<file path="src/sef_pkg.sv">
package sef_pkg;

    // ==========================================================
    // Group framing
    localparam logic [7:0]  LEN_MIN      = 8'h04;
    localparam logic [7:0]  LEN_MAX      = 8'h9b;
    localparam logic [7:0]  STATUS_LEN   = 8'h04;
    localparam logic [7:0]  CMD_HDR_LEN  = 8'h07;
    localparam logic [7:0]  CRC_TAIL_LEN = 8'h02;
    localparam logic [15:0] CRC_POLY     = 16'h8005;
    localparam logic [15:0] CRC_INIT     = 16'h0000;

    // ==========================================================
    // Status codes of four-byte groups
    localparam logic [7:0] ST_OK         = 8'h00;
    localparam logic [7:0] ST_MISCOMPARE = 8'h01;
    localparam logic [7:0] ST_PARSE      = 8'h03;
    localparam logic [7:0] ST_ECC_FAULT  = 8'h05;
    localparam logic [7:0] ST_SELF_TEST  = 8'h07;
    localparam logic [7:0] ST_HEALTH     = 8'h08;
    localparam logic [7:0] ST_EXEC       = 8'h0f;
    localparam logic [7:0] ST_WAKE       = 8'h11;
    localparam logic [7:0] ST_WATCHDOG   = 8'hee;
    localparam logic [7:0] ST_COMM       = 8'hff;

    // ==========================================================
    // States
    typedef enum logic [1:0] {
        S_IDLE = 2'b00,
        S_RX   = 2'b01,
        S_BUSY = 2'b10
    } sef_dev_state_t;

    typedef enum logic [1:0] {
        H_IDLE = 2'b00,
        H_SEND = 2'b01,
        H_RECV = 2'b10
    } sef_host_state_t;

    // ==========================================================
    // One byte into the checksum, low bit first
    function automatic logic [15:0] crc_byte(input logic [15:0] crc, input logic [7:0] b);
        logic [15:0] c;
        logic        fb;
        c = crc;
        for (int i = 0; i < 8; i++) begin
            fb = b[i] ^ c[15];
            c  = {c[14:0], 1'b0} ^ (fb ? CRC_POLY : 16'h0000);
        end
        return c;
    endfunction

endpackage

</file>
<file path="src/sef_link_if.sv">
`timescale 1ns/1ps
interface sef_link_if;
    logic       h2d_valid;
    logic [7:0] h2d_data;
    logic       h2d_ready;
    logic       d2h_valid;
    logic [7:0] d2h_data;
    logic       d2h_ready;

    modport dev  (input h2d_valid, h2d_data, d2h_ready, output h2d_ready, d2h_valid, d2h_data);
    modport host (output h2d_valid, h2d_data, d2h_ready, input h2d_ready, d2h_valid, d2h_data);
endinterface

</file>
<file path="src/sef_fifo.sv">
`timescale 1ns/1ps
module sef_fifo #(
    parameter int W = 8,
    parameter int D = 4
) (
    // Clock, reset, enable
    input  wire logic         ref_clk,
    input  wire logic         rstn,
    input  wire logic         en,
    // Fill side
    input  wire logic         in_valid,
    input  wire logic [W-1:0] in_data,
    output logic              in_ready,
    // Drain side
    output logic              out_valid,
    output logic [W-1:0]      out_data,
    input  wire logic         out_ready
);
    localparam int AW = (D > 1) ? $clog2(D) : 1;

    logic [W-1:0]  mem [D];
    logic [AW-1:0] wr_q;
    logic [AW-1:0] rd_q;
    logic [AW:0]   cnt_q;
    logic          push;
    logic          pop;

    assign in_ready  = (cnt_q != (AW+1)'(D));
    assign out_valid = (cnt_q != '0);
    assign out_data  = mem[rd_q];
    assign push      = in_valid && in_ready;
    assign pop       = out_valid && out_ready;

    always_ff @(posedge ref_clk) begin
        if (en && push) begin
            mem[wr_q] <= in_data;
        end
    end

    always_ff @(posedge ref_clk or negedge rstn) begin
        if (!rstn) begin
            wr_q  <= '0;
            rd_q  <= '0;
            cnt_q <= '0;
        end else if (en) begin
            if (push) begin
                wr_q <= (wr_q == AW'(D - 1)) ? '0 : wr_q + 1'b1;
            end
            if (pop) begin
                rd_q <= (rd_q == AW'(D - 1)) ? '0 : rd_q + 1'b1;
            end
            if (push && !pop) begin
                cnt_q <= cnt_q + 1'b1;
            end else if (pop && !push) begin
                cnt_q <= cnt_q - 1'b1;
            end
        end
    end
endmodule

</file>
<file path="src/sef_dev_end.sv">
`timescale 1ns/1ps
module sef_dev_end #(
    parameter int FIFO_DEPTH = 4
) (
    // Clock, reset, enable
    input  wire logic  ref_clk,
    input  wire logic  rstn,
    input  wire logic  en,
    // Link
    sef_link_if.dev    lnk,
    // Packet bytes toward the executor
    output logic       cmd_valid,
    output logic [7:0] cmd_data,
    input  wire logic  cmd_ready,
    output logic       cmd_go,
    output logic       busy,
    // Execution result
    input  wire logic       exec_done,
    input  wire logic [7:0] exec_code,
    input  wire logic       exec_rng,
    // Device conditions
    input  wire logic  wake,
    input  wire logic  wdt_low,
    input  wire logic  st_fail,
    input  wire logic  rng_fail,
    input  wire logic  fail_clr
);
    // ==========================================================
    // State
    sef_pkg::sef_dev_state_t st_q;
    logic [7:0]  idx_q;
    logic [7:0]  cnt_q;
    logic [15:0] crc_q;
    logic [7:0]  crc_lo_q;
    logic [7:0]  byte_q;
    logic        pend_q;
    logic        h2d_ready_q;
    logic        go_q;
    logic        busy_q;
    logic        issued_q;
    logic [7:0]  rsp_code_q;
    logic        rsp_new_q;
    logic        st_fail_q;
    logic        rng_fail_q;
    logic [1:0]  tx_idx_q;
    logic        tx_pend_q;
    logic        d2h_valid_q;
    logic [7:0]  d2h_data_q;
    logic        fifo_in_ready;
    logic        h2d_take;
    logic [15:0] rsp_crc;
    logic [7:0]  tx_byte;

    assign lnk.h2d_ready = h2d_ready_q;
    assign lnk.d2h_valid = d2h_valid_q;
    assign lnk.d2h_data  = d2h_data_q;
    assign cmd_go        = go_q;
    assign busy          = busy_q;
    assign h2d_take      = lnk.h2d_valid && h2d_ready_q;

    // ==========================================================
    // Packet buffer
    sef_fifo #(.W(8), .D(FIFO_DEPTH)) u_fifo (
        .ref_clk   (ref_clk),
        .rstn      (rstn),
        .en        (en),
        .in_valid  (pend_q),
        .in_data   (byte_q),
        .in_ready  (fifo_in_ready),
        .out_valid (cmd_valid),
        .out_data  (cmd_data),
        .out_ready (cmd_ready)
    );

    // ==========================================================
    // Sticky failure conditions, set wins over clear
    always_ff @(posedge ref_clk or negedge rstn) begin
        if (!rstn) begin
            st_fail_q  <= 1'b0;
            rng_fail_q <= 1'b0;
        end else if (en) begin
            st_fail_q  <= st_fail || (st_fail_q && !fail_clr);
            rng_fail_q <= rng_fail || (rng_fail_q && !fail_clr);
        end
    end

    // ==========================================================
    // Receive and command control
    always_ff @(posedge ref_clk or negedge rstn) begin
        if (!rstn) begin
            st_q        <= sef_pkg::S_IDLE;
            idx_q       <= 8'h00;
            cnt_q       <= 8'h00;
            crc_q       <= sef_pkg::CRC_INIT;
            crc_lo_q    <= 8'h00;
            byte_q      <= 8'h00;
            pend_q      <= 1'b0;
            h2d_ready_q <= 1'b0;
            go_q        <= 1'b0;
            busy_q      <= 1'b0;
            issued_q    <= 1'b0;
            rsp_code_q  <= 8'h00;
            rsp_new_q   <= 1'b0;
        end else if (en) begin
            rsp_new_q <= 1'b0;
            go_q      <= 1'b0;
            if (pend_q && fifo_in_ready) begin
                pend_q <= 1'b0;
            end
            case (st_q)
                sef_pkg::S_IDLE, sef_pkg::S_RX: begin
                    if (h2d_take) begin
                        h2d_ready_q <= 1'b0;
                        idx_q       <= idx_q + 8'h01;
                        if (st_q == sef_pkg::S_IDLE) begin
                            if (lnk.h2d_data < sef_pkg::LEN_MIN || lnk.h2d_data > sef_pkg::LEN_MAX) begin
                                rsp_code_q <= sef_pkg::ST_COMM;
                                rsp_new_q  <= 1'b1;
                                idx_q      <= 8'h00;
                            end else begin
                                cnt_q <= lnk.h2d_data;
                                crc_q <= sef_pkg::crc_byte(sef_pkg::CRC_INIT, lnk.h2d_data);
                                st_q  <= sef_pkg::S_RX;
                            end
                        end else if (idx_q < cnt_q - sef_pkg::CRC_TAIL_LEN) begin
                            crc_q  <= sef_pkg::crc_byte(crc_q, lnk.h2d_data);
                            byte_q <= lnk.h2d_data;
                            pend_q <= 1'b1;
                        end else if (idx_q == cnt_q - sef_pkg::CRC_TAIL_LEN) begin
                            crc_lo_q <= lnk.h2d_data;
                        end else begin
                            idx_q <= 8'h00;
                            if ({lnk.h2d_data, crc_lo_q} != crc_q) begin
                                // Comm fault outranks every other code
                                rsp_code_q <= sef_pkg::ST_COMM;
                                rsp_new_q  <= 1'b1;
                                st_q       <= sef_pkg::S_IDLE;
                            end else begin
                                st_q   <= sef_pkg::S_BUSY;
                                busy_q <= 1'b1;
                            end
                        end
                    end else begin
                        h2d_ready_q <= !pend_q || fifo_in_ready;
                        if (st_q == sef_pkg::S_IDLE && wake) begin
                            rsp_code_q <= sef_pkg::ST_WAKE;
                            rsp_new_q  <= 1'b1;
                        end
                    end
                end
                sef_pkg::S_BUSY: begin
                    h2d_ready_q <= 1'b0;
                    if (!issued_q) begin
                        if (st_fail_q) begin
                            rsp_code_q <= sef_pkg::ST_SELF_TEST;
                            rsp_new_q  <= 1'b1;
                            st_q       <= sef_pkg::S_IDLE;
                            busy_q     <= 1'b0;
                        end else if (wdt_low) begin
                            rsp_code_q <= sef_pkg::ST_WATCHDOG;
                            rsp_new_q  <= 1'b1;
                            st_q       <= sef_pkg::S_IDLE;
                            busy_q     <= 1'b0;
                        end else if (!cmd_valid && !pend_q) begin
                            go_q     <= 1'b1;
                            issued_q <= 1'b1;
                        end
                    end else if (exec_done) begin
                        // Executor decides surplus bytes versus parse error
                        rsp_code_q <= (exec_rng && rng_fail_q) ? sef_pkg::ST_HEALTH : exec_code;
                        rsp_new_q  <= 1'b1;
                        issued_q   <= 1'b0;
                        st_q       <= sef_pkg::S_IDLE;
                        busy_q     <= 1'b0;
                    end
                end
                default: begin
                    st_q <= sef_pkg::S_IDLE;
                end
            endcase
        end
    end

    // ==========================================================
    // Answer group: length, code, CRC low, CRC high
    assign rsp_crc = sef_pkg::crc_byte(sef_pkg::crc_byte(sef_pkg::CRC_INIT, sef_pkg::STATUS_LEN), rsp_code_q);

    always_comb begin
        case (tx_idx_q)
            2'h0:    tx_byte = sef_pkg::STATUS_LEN;
            2'h1:    tx_byte = rsp_code_q;
            2'h2:    tx_byte = rsp_crc[7:0];
            default: tx_byte = rsp_crc[15:8];
        endcase
    end

    always_ff @(posedge ref_clk or negedge rstn) begin
        if (!rstn) begin
            tx_idx_q    <= 2'h0;
            tx_pend_q   <= 1'b0;
            d2h_valid_q <= 1'b0;
            d2h_data_q  <= 8'h00;
        end else if (en) begin
            if (rsp_new_q) begin
                tx_idx_q    <= 2'h0;
                tx_pend_q   <= 1'b1;
                d2h_valid_q <= 1'b0;
            end else if (st_q != sef_pkg::S_IDLE || h2d_take) begin
                d2h_valid_q <= 1'b0;
            end else if (d2h_valid_q && lnk.d2h_ready) begin
                d2h_valid_q <= 1'b0;
                if (tx_idx_q == 2'h3) begin
                    tx_pend_q <= 1'b0;
                end else begin
                    tx_idx_q <= tx_idx_q + 2'h1;
                end
            end else if (!d2h_valid_q && tx_pend_q) begin
                d2h_valid_q <= 1'b1;
                d2h_data_q  <= tx_byte;
            end
        end
    end
endmodule

</file>
<file path="src/flat_wrapper.sv">
// flat-port wrapper written by rule: the top's interface ports become plain ports
module sef_dev_end_flat 
#(
    parameter int FIFO_DEPTH = 4
)
  (ref_clk, rstn, en, cmd_valid, cmd_data, cmd_ready, cmd_go, busy, exec_done, exec_code, exec_rng, wake, wdt_low, st_fail, rng_fail, fail_clr, lnk_h2d_valid, lnk_h2d_data, lnk_d2h_ready, lnk_h2d_ready, lnk_d2h_valid, lnk_d2h_data);
  sef_link_if lnk_i ();
  input  wire logic ref_clk;
  input  wire logic rstn;
  input  wire logic en;
  output logic cmd_valid;
  output logic [7:0] cmd_data;
  input  wire logic cmd_ready;
  output logic cmd_go;
  output logic busy;
  input  wire logic exec_done;
  input  wire logic [7:0] exec_code;
  input  wire logic exec_rng;
  input  wire logic wake;
  input  wire logic wdt_low;
  input  wire logic st_fail;
  input  wire logic rng_fail;
  input  wire logic fail_clr;
  input wire logic [$bits(lnk_i.h2d_valid)-1:0] lnk_h2d_valid;
  input wire logic [$bits(lnk_i.h2d_data)-1:0] lnk_h2d_data;
  input wire logic [$bits(lnk_i.d2h_ready)-1:0] lnk_d2h_ready;
  output wire logic [$bits(lnk_i.h2d_ready)-1:0] lnk_h2d_ready;
  output wire logic [$bits(lnk_i.d2h_valid)-1:0] lnk_d2h_valid;
  output wire logic [$bits(lnk_i.d2h_data)-1:0] lnk_d2h_data;
  assign lnk_i.h2d_valid = lnk_h2d_valid;
  assign lnk_i.h2d_data = lnk_h2d_data;
  assign lnk_i.d2h_ready = lnk_d2h_ready;
  assign lnk_h2d_ready = lnk_i.h2d_ready;
  assign lnk_d2h_valid = lnk_i.d2h_valid;
  assign lnk_d2h_data = lnk_i.d2h_data;
  sef_dev_end #(.FIFO_DEPTH(FIFO_DEPTH)) u_core (.ref_clk(ref_clk), .rstn(rstn), .en(en), .lnk(lnk_i), .cmd_valid(cmd_valid), .cmd_data(cmd_data), .cmd_ready(cmd_ready), .cmd_go(cmd_go), .busy(busy), .exec_done(exec_done), .exec_code(exec_code), .exec_rng(exec_rng), .wake(wake), .wdt_low(wdt_low), .st_fail(st_fail), .rng_fail(rng_fail), .fail_clr(fail_clr));
endmodule
</file>
<file path="config.mk">
export PLATFORM = sky130hd
export DESIGN_NAME = sef_dev_end_flat
export DESIGN_NICKNAME = d
export VERILOG_FILES = /design/src/sef_pkg.sv /design/src/sef_link_if.sv /design/src/sef_fifo.sv /design/src/sef_dev_end.sv /design/src/flat_wrapper.sv
export SDC_FILE = /design/constraint.sdc
export NUM_CORES = 1
export LEC_CHECK = 0
export BUFFER_PORTS_ARGS = -buffer_cell sky130_fd_sc_hd__buf_2
export CORE_MARGIN = 1.5
export CORE_UTILIZATION = 35
export DETAILED_ROUTE_END_ITERATION = 7
export SYNTH_ARGS = -nofsm -noshare
export SYNTH_HDL_FRONTEND = slang
export SYNTH_SLANG_ARGS = --single-unit
</file>
<file path="constraint.sdc">
create_clock -name ref_clk -period 5.78 [get_ports ref_clk]
set_input_delay 0.578 -clock ref_clk [delete_from_list [all_inputs] [get_ports ref_clk]]
set_output_delay 0.578 -clock ref_clk [all_outputs]
set_load 0.05 [all_outputs]
</file>
=== After elaboration in Yosys (flattened, before gate mapping) ===
Memories as Yosys holds them, arrays and structs flattened.
Index checks and enable logic that the tools add are counted.

* Add/subtract/negate cells: 7
* Bitwise operators: 51
* Magnitude comparators: 3
* Mux-type cells: 110
* Eq/ne operators: 28
* Reductions and logical operators: 52

{| class="wikitable"
|+ Operators with widths
! operator !! count
|-
| $mux W16 || 27
|-
| $xor A16 B16 Y16 || 22
|-
| $mux W8 || 16
|-
| $mux W1 || 43
|-
| $mux W2 || 16
|-
| $pmux W8 S3 || 1
|-
| $xor A1 B1 Y1 || 22
|-
| $reduce_and A5 Y1 || 4
|-
| $reduce_and A9 Y1 || 2
|-
| $ne A16 B16 Y1 || 1
|-
| $ne A4 B4 Y1 const B || 4
|-
| $pmux W8 S2 || 1
|-
| $ne A3 B3 Y1 const B || 5
|-
| $logic_and A1 B1 Y1 || 13
|-
| $reduce_and A2 Y1 || 6
|-
| $reduce_bool A2 Y1 || 6
|-
| $eq A2 B2 Y1 const B || 5
|-
| $ne A2 B2 Y1 const B || 5
|-
| $add A8 B1 Y8 const B || 1
|-
| $eq A8 B8 Y1 || 1
|-
| $gt A8 B8 Y1 const B || 1
|-
| $lt A8 B3 Y1 const B || 1
|-
| $lt A8 B8 Y1 || 1
|-
| $reduce_and A4 Y1 || 2
|-
| 22 further kinds || 45
|}

* Memories: 1
* Input bits: 29
* Bits in writable memories: 32
* Bits in registers: 85
* Output and inout bits: 21
* Word-level logic and storage cells: 274

{| class="wikitable"
|+ Memory list
! memory !! words !! width !! rd ports !! clocked after memory_dff !! wr ports !! line !! source
|-
| u_core.u_fifo.mem || 4 || 8 || 1 || 0 || 1 || sef_fifo.sv:21 || <nowiki>logic [W-1:0] mem [D];</nowiki>
|}

=== Logic depth before layout (Yosys ltp) ===
* Word-level depth: 26
* Gate-level depth with buffers: 13
* Gate-level depth less buffers: 11

=== Modules after synthesis ===
From an unflattened synthesis, not the netlist that was laid out.

* Cell total of the unflattened synthesis: 549
* Area total of the unflattened synthesis: 6269.8 sq um

{| class="wikitable"
|+ Modules (own cells, without submodules)
! module !! instances !! area an instance (sq um) !! cells an instance
|-
| sef_dev_end || 1 || 4649.5 || 466
|-
| sef_fifo || 1 || 1620.3 || 83
|}

=== Worst setup path after synthesis ===
Ideal clock, no wire load.

* Kind: flip-flop to flip-flop
* Start point: register u_core.cnt_q[1]
* End point: register u_core.rsp_code_q[0]
* Setup slack: 3.054 ns
* Setup time: 0.125 ns
* Cell stages (with the launch flop): 12
* Required time: 5.655 ns
* Arrival time: 2.601 ns
* Path through: dfrtp_1 inv_1 ha_1 nand3b_1 xor2_1 ha_1 nand2_1 o21ai_0 o22ai_1 o2111ai_1 o2111ai_2 mux2_2

* Cells in the longest elaborated chain, start to end: 4
* Elaborated cells on any way between the ends: 6

{| class="wikitable"
|+ RTL lines
! item !! line !! source
|-
| start, declared || sef_dev_end.sv:32 || <nowiki>logic [7:0] cnt_q;</nowiki>
|-
| start signal, assigned || sef_dev_end.sv:121 || <nowiki>cnt_q <= lnk.h2d_data;</nowiki>
|-
| $sub A8 B2 Y8 (*) || sef_dev_end.sv:125, sef_dev_end.sv:129 ||
|-
| $lt A8 B8 Y1 / $eq A8 B8 Y1 (equally long branches) || sef_dev_end.sv:125, sef_dev_end.sv:129 ||
|-
| $ne A4 B4 Y1 (no source line) || -- ||
|-
| $reduce_and A9 Y1 (no source line) (*) || -- ||
|-
| end signal, assigned || sef_dev_end.sv:117 || <nowiki>rsp_code_q <= sef_pkg::ST_COMM;</nowiki>
|-
| end signal, assigned || sef_dev_end.sv:135 || <nowiki>rsp_code_q <= sef_pkg::ST_COMM;</nowiki>
|-
| end signal, assigned || sef_dev_end.sv:146 || <nowiki>rsp_code_q <= sef_pkg::ST_WAKE;</nowiki>
|-
| end, declared || sef_dev_end.sv:41 || <nowiki>logic [7:0] rsp_code_q;</nowiki>
|}

Mark *: on every way between the ends. The rest lies on a longest branch, timed or not.
A chain may end at the register's enable or synchronous reset.

=== Worst setup path in the final report ===
* Start point: register u_core.st_q[0]
* End point: register u_core.crc_q[7]

* Cells in the longest elaborated chain, start to end: 3
* Elaborated cells on any way between the ends: 7

{| class="wikitable"
|+ RTL lines
! item !! line !! source
|-
| start, declared || sef_dev_end.sv:30 || <nowiki>sef_pkg::sef_dev_state_t st_q;</nowiki>
|-
| start signal, assigned || sef_dev_end.sv:91 || <nowiki>st_q <= sef_pkg::S_IDLE;</nowiki>
|-
| start signal, assigned || sef_dev_end.sv:123 || <nowiki>st_q <= sef_pkg::S_RX;</nowiki>
|-
| start signal, assigned || sef_dev_end.sv:137 || <nowiki>st_q <= sef_pkg::S_IDLE;</nowiki>
|-
| $logic_not A2 Y1 / $eq A2 B1 Y1 (equally long branches) || sef_dev_end.sv:110, sef_dev_end.sv:115 ||
|-
| $ne A2 B2 Y1 (no source line), or another cell as far along || -- ||
|-
| $reduce_and A5 Y1 (no source line) || -- ||
|-
| end signal, assigned || sef_dev_end.sv:94 || <nowiki>crc_q <= sef_pkg::CRC_INIT;</nowiki>
|-
| end signal, assigned || sef_dev_end.sv:122 || <nowiki>crc_q <= sef_pkg::crc_byte(sef_pkg::CRC_INIT, lnk.h2d_data);</nowiki>
|-
| end signal, assigned || sef_dev_end.sv:126 || <nowiki>crc_q <= sef_pkg::crc_byte(crc_q, lnk.h2d_data);</nowiki>
|-
| end, declared || sef_dev_end.sv:33 || <nowiki>logic [15:0] crc_q;</nowiki>
|}

Parallel ways exist; a longest one is shown, timed or not.

==> metrics.cfg <==
[status]
outcome=complete, no violations

[layout]
nets=664
antenna_cells=0
final_cell_mix=85 x dfrtp_1, 53 x xnor2_1, 52 x nand2_1, 48 x buf_2, 38 x o21ai_0
drive_gt1_frac=0.214
final_common_cell=dfrtp_1
finalNonFillerCells=838
synthToLayoutAreaGrowth_pct=15.6

[cts]
cts_setup_buffers=0
cts_root_buf=clkbuf_16
ctsHoldBuffers=0
clockBufferDepth=2
h-tree-depth=4
clkSlewWorstSetupHoldPaths_ns=0.06
cts_tree=yes
cts_resized=0
clkLatencyLatePin_ns=0.42
clock-sinks=117
cts_buffers=17

[setup_path]
r2r_cells=8
critPathArrivalTime_ns=4.02
cp_max_fo=26
r2r_start=u_core.st_q[0]$_DFFE_PN0P_
crit_path_start=u_core.st_q[0]$_DFFE_PN0P_
path_cells=inv_1 -> ha_1 -> inv_1 -> a31oi_1 -> o21ai_0 -> nor2_1 -> or2_2 -> mux2_2
cp_common_cell=inv_1
crit_family=simple AND/OR/NAND/NOR gates
path_class=flip-flop to flip-flop
cp_data_required_time_ns=6.09
start_kind=flip-flop
crit_buf_inv=2
critPathSlowestCell=nor2_1
crit_cells=8
end_kind=flip-flop
slowest_delay_ns=0.62

[sta]
fin_crit_ns=3.72
rsz0062_at_grt=false
timing.setup.tns_ns=0
maxSlewHeadroom=0.321
finalCritPeriodShare=0.644
hold_slack_ns=0.133
drv_slew=0
layout_setup_ws_ns=2.06
setup_viol=0
max_freq_mhz=269
worst_pin_slew_ns=1.01
hold_viol_final=0
fin_skew_ns=0.00676

[placement]
place_ws_ns=2.17
place_inst=806
gp_congestion=0.826
port_buffers=49
dp_hpwl_um=9460

[synth]
synth_top_area_cell=dfrtp_1
async_flop_share=0.726
syn-num-nets=621
yosys_register_bits=117
synth_ff_type=dfrtp_1
synth_edf_count=32
synth-compound-area-share=0.0988
synthSimpleGateAreaFrac=0.103
yosysSeqAreaShare=0.493
synth_fa_ha_area_frac=0.0711
synth_top_cells_by_area=dfrtp_1 34%, edfxtp_1 15%, xnor2_1 7.4%, ha_1 6.8%, mux2_2 5.7%
synth.area.mux_share=0.0878
synth_cell_type_count=58
synth_top_family_by_area=XOR/XNOR gates
netlist_area_mm2=0.00627
yosysWarnings=0
avgSynthCellArea_um2=11.3
netlist_instances=557
synth_xor_area_frac=0.109
synth_top_area_share=0.339

[pwr]
p_leak_nw=3.06
total_power_w=0.00398
power-per-cell-area_mw_per_mm2=549
peakVddDrop_mv=0.227

[detailed_routing]
routed_via_density=5.04
drc=0
first_pass_iters=4
vias=4226
ant_nets=0
totalWireLength_um=13200
wire_per_inst_um=15.7
drt_iter0_drc=172

[run]
drv_cap=0

[floorplan]
die_h_um=137
die_area_mm2=0.0187
core_area_mm2=0.0174
start_util=0.360
die_w_um=137
ios=50
rows=48

[grt]
grt-ovfl-total=0
grt_pass1_vias=4290
grt_max_degree=47
grt_first_pass_wirelength_um=21700
gr-usage-all-layers=0.152
antenna_found_initial=0

[hold_path]
hp-class=input port to async pin

## cells in the mapped netlist, types with 3 or more instances
cell and number:
dfrtp_1 85, xnor2_1 53, nand2_1 52, o21ai_0 39
ha_1 34, edfxtp_1 32, mux2_2 32, nor2_1 32
inv_1 27, a21oi_1 23, xor2_1 18, clkbuf_1 14
nand3_1 13, nand4_1 9, mux4_2 8, o31ai_1 6
and3_1 5, buf_2 5, a221oi_1 4, nor3_1 4
or2_2 4, a21o_1 3, a22o_1 3, a22oi_1 3
a31oi_1 3, nand2b_1 3, o211ai_1 3
## sequential cells by signal, indices dropped and copies added, names as in the netlist, 8 cells and up
register / flops
u_core.crc_q: 16
u_core.cnt_q: 8
u_core.byte_q: 8
u_core.lnk.d2h_data: 8
u_core.rsp_code_q: 8
u_core.u_fifo.mem: 32
u_core.idx_q: 8
u_core.crc_lo_q: 8
## cell type report
type                       count  area (µm²)
clock buffer                  17         425
clock inverter                15         145
fill                        1656       10200
inverter                      28         105
multi-input combinational    386        2950
sequential                   117        3090
tap                          225         282
timing repair buffer          50         255
## where the power goes
part | internal [W] | switching (W)
Clock | 0.000601 | 0.000410
Combinational | 0.000709 | 0.000886
Sequential | 0.00110 | 0.000271
Total | 0.00241 | 0.00157
## stage by stage
step           utilization  area (µm²)
2_1_floorplan            -        6270
3_3_place_gp         0.383        6680
3_5_place_dp         0.383        6680
4_1_cts              0.416        7250
5_1_grt              0.416        7250
6_report             0.416        7250
## metal layers
metal / GRT usage / vias up / wire length, µm
met2: 0.259 / 75 / 6750
met3: 0.0307 / 12 / 447
li1: - / 2047 / -
met4: 0.0626 / 0 / 166
met1: 0.189 / 2092 / 5820
met5: 0 / - / 0
## worst reg2reg max path, cell delays in order (launching register included)
cell and delay, ns:
dfrtp_1 0.40, inv_1 0.11, ha_1 0.60, inv_1 0.43
a31oi_1 0.28, o21ai_0 0.24, nor2_1 0.62, or2_2 0.54
mux2_2 0.40
## cells by family (layout without fill, tap and decap cells)
logic type	Yosys count	in the layout
xor gates and xnor gates	74	74
DFF	117	117
muxes	41	41
and+or+nand+nor	136	136
buffers and inverters	54	110
adders and majority gates	35	35
AOI/OAI and AO/OA	100	100
## final timing paths
kind,end,slack [ns]
setup / recovery,u_core.crc_q[7]$_DFFE_PN0P_,2.06
hold / removal,u_core.lnk.d2h_data[6]$_DFFE_PN0P_,0.13
setup reg to reg,u_core.crc_q[7]$_DFFE_PN0P_,2.06
hold reg to reg,u_core.lnk.d2h_data[3]$_DFFE_PN0P_,0.47
max in group asynchronous,u_core.crc_q[2]$_DFFE_PN0P_,4.65
min in group ref_clk,u_core.rng_fail_q$_DFFE_PN0P_,0.41
No activity file was read; power rests on OpenSTA's default activity.
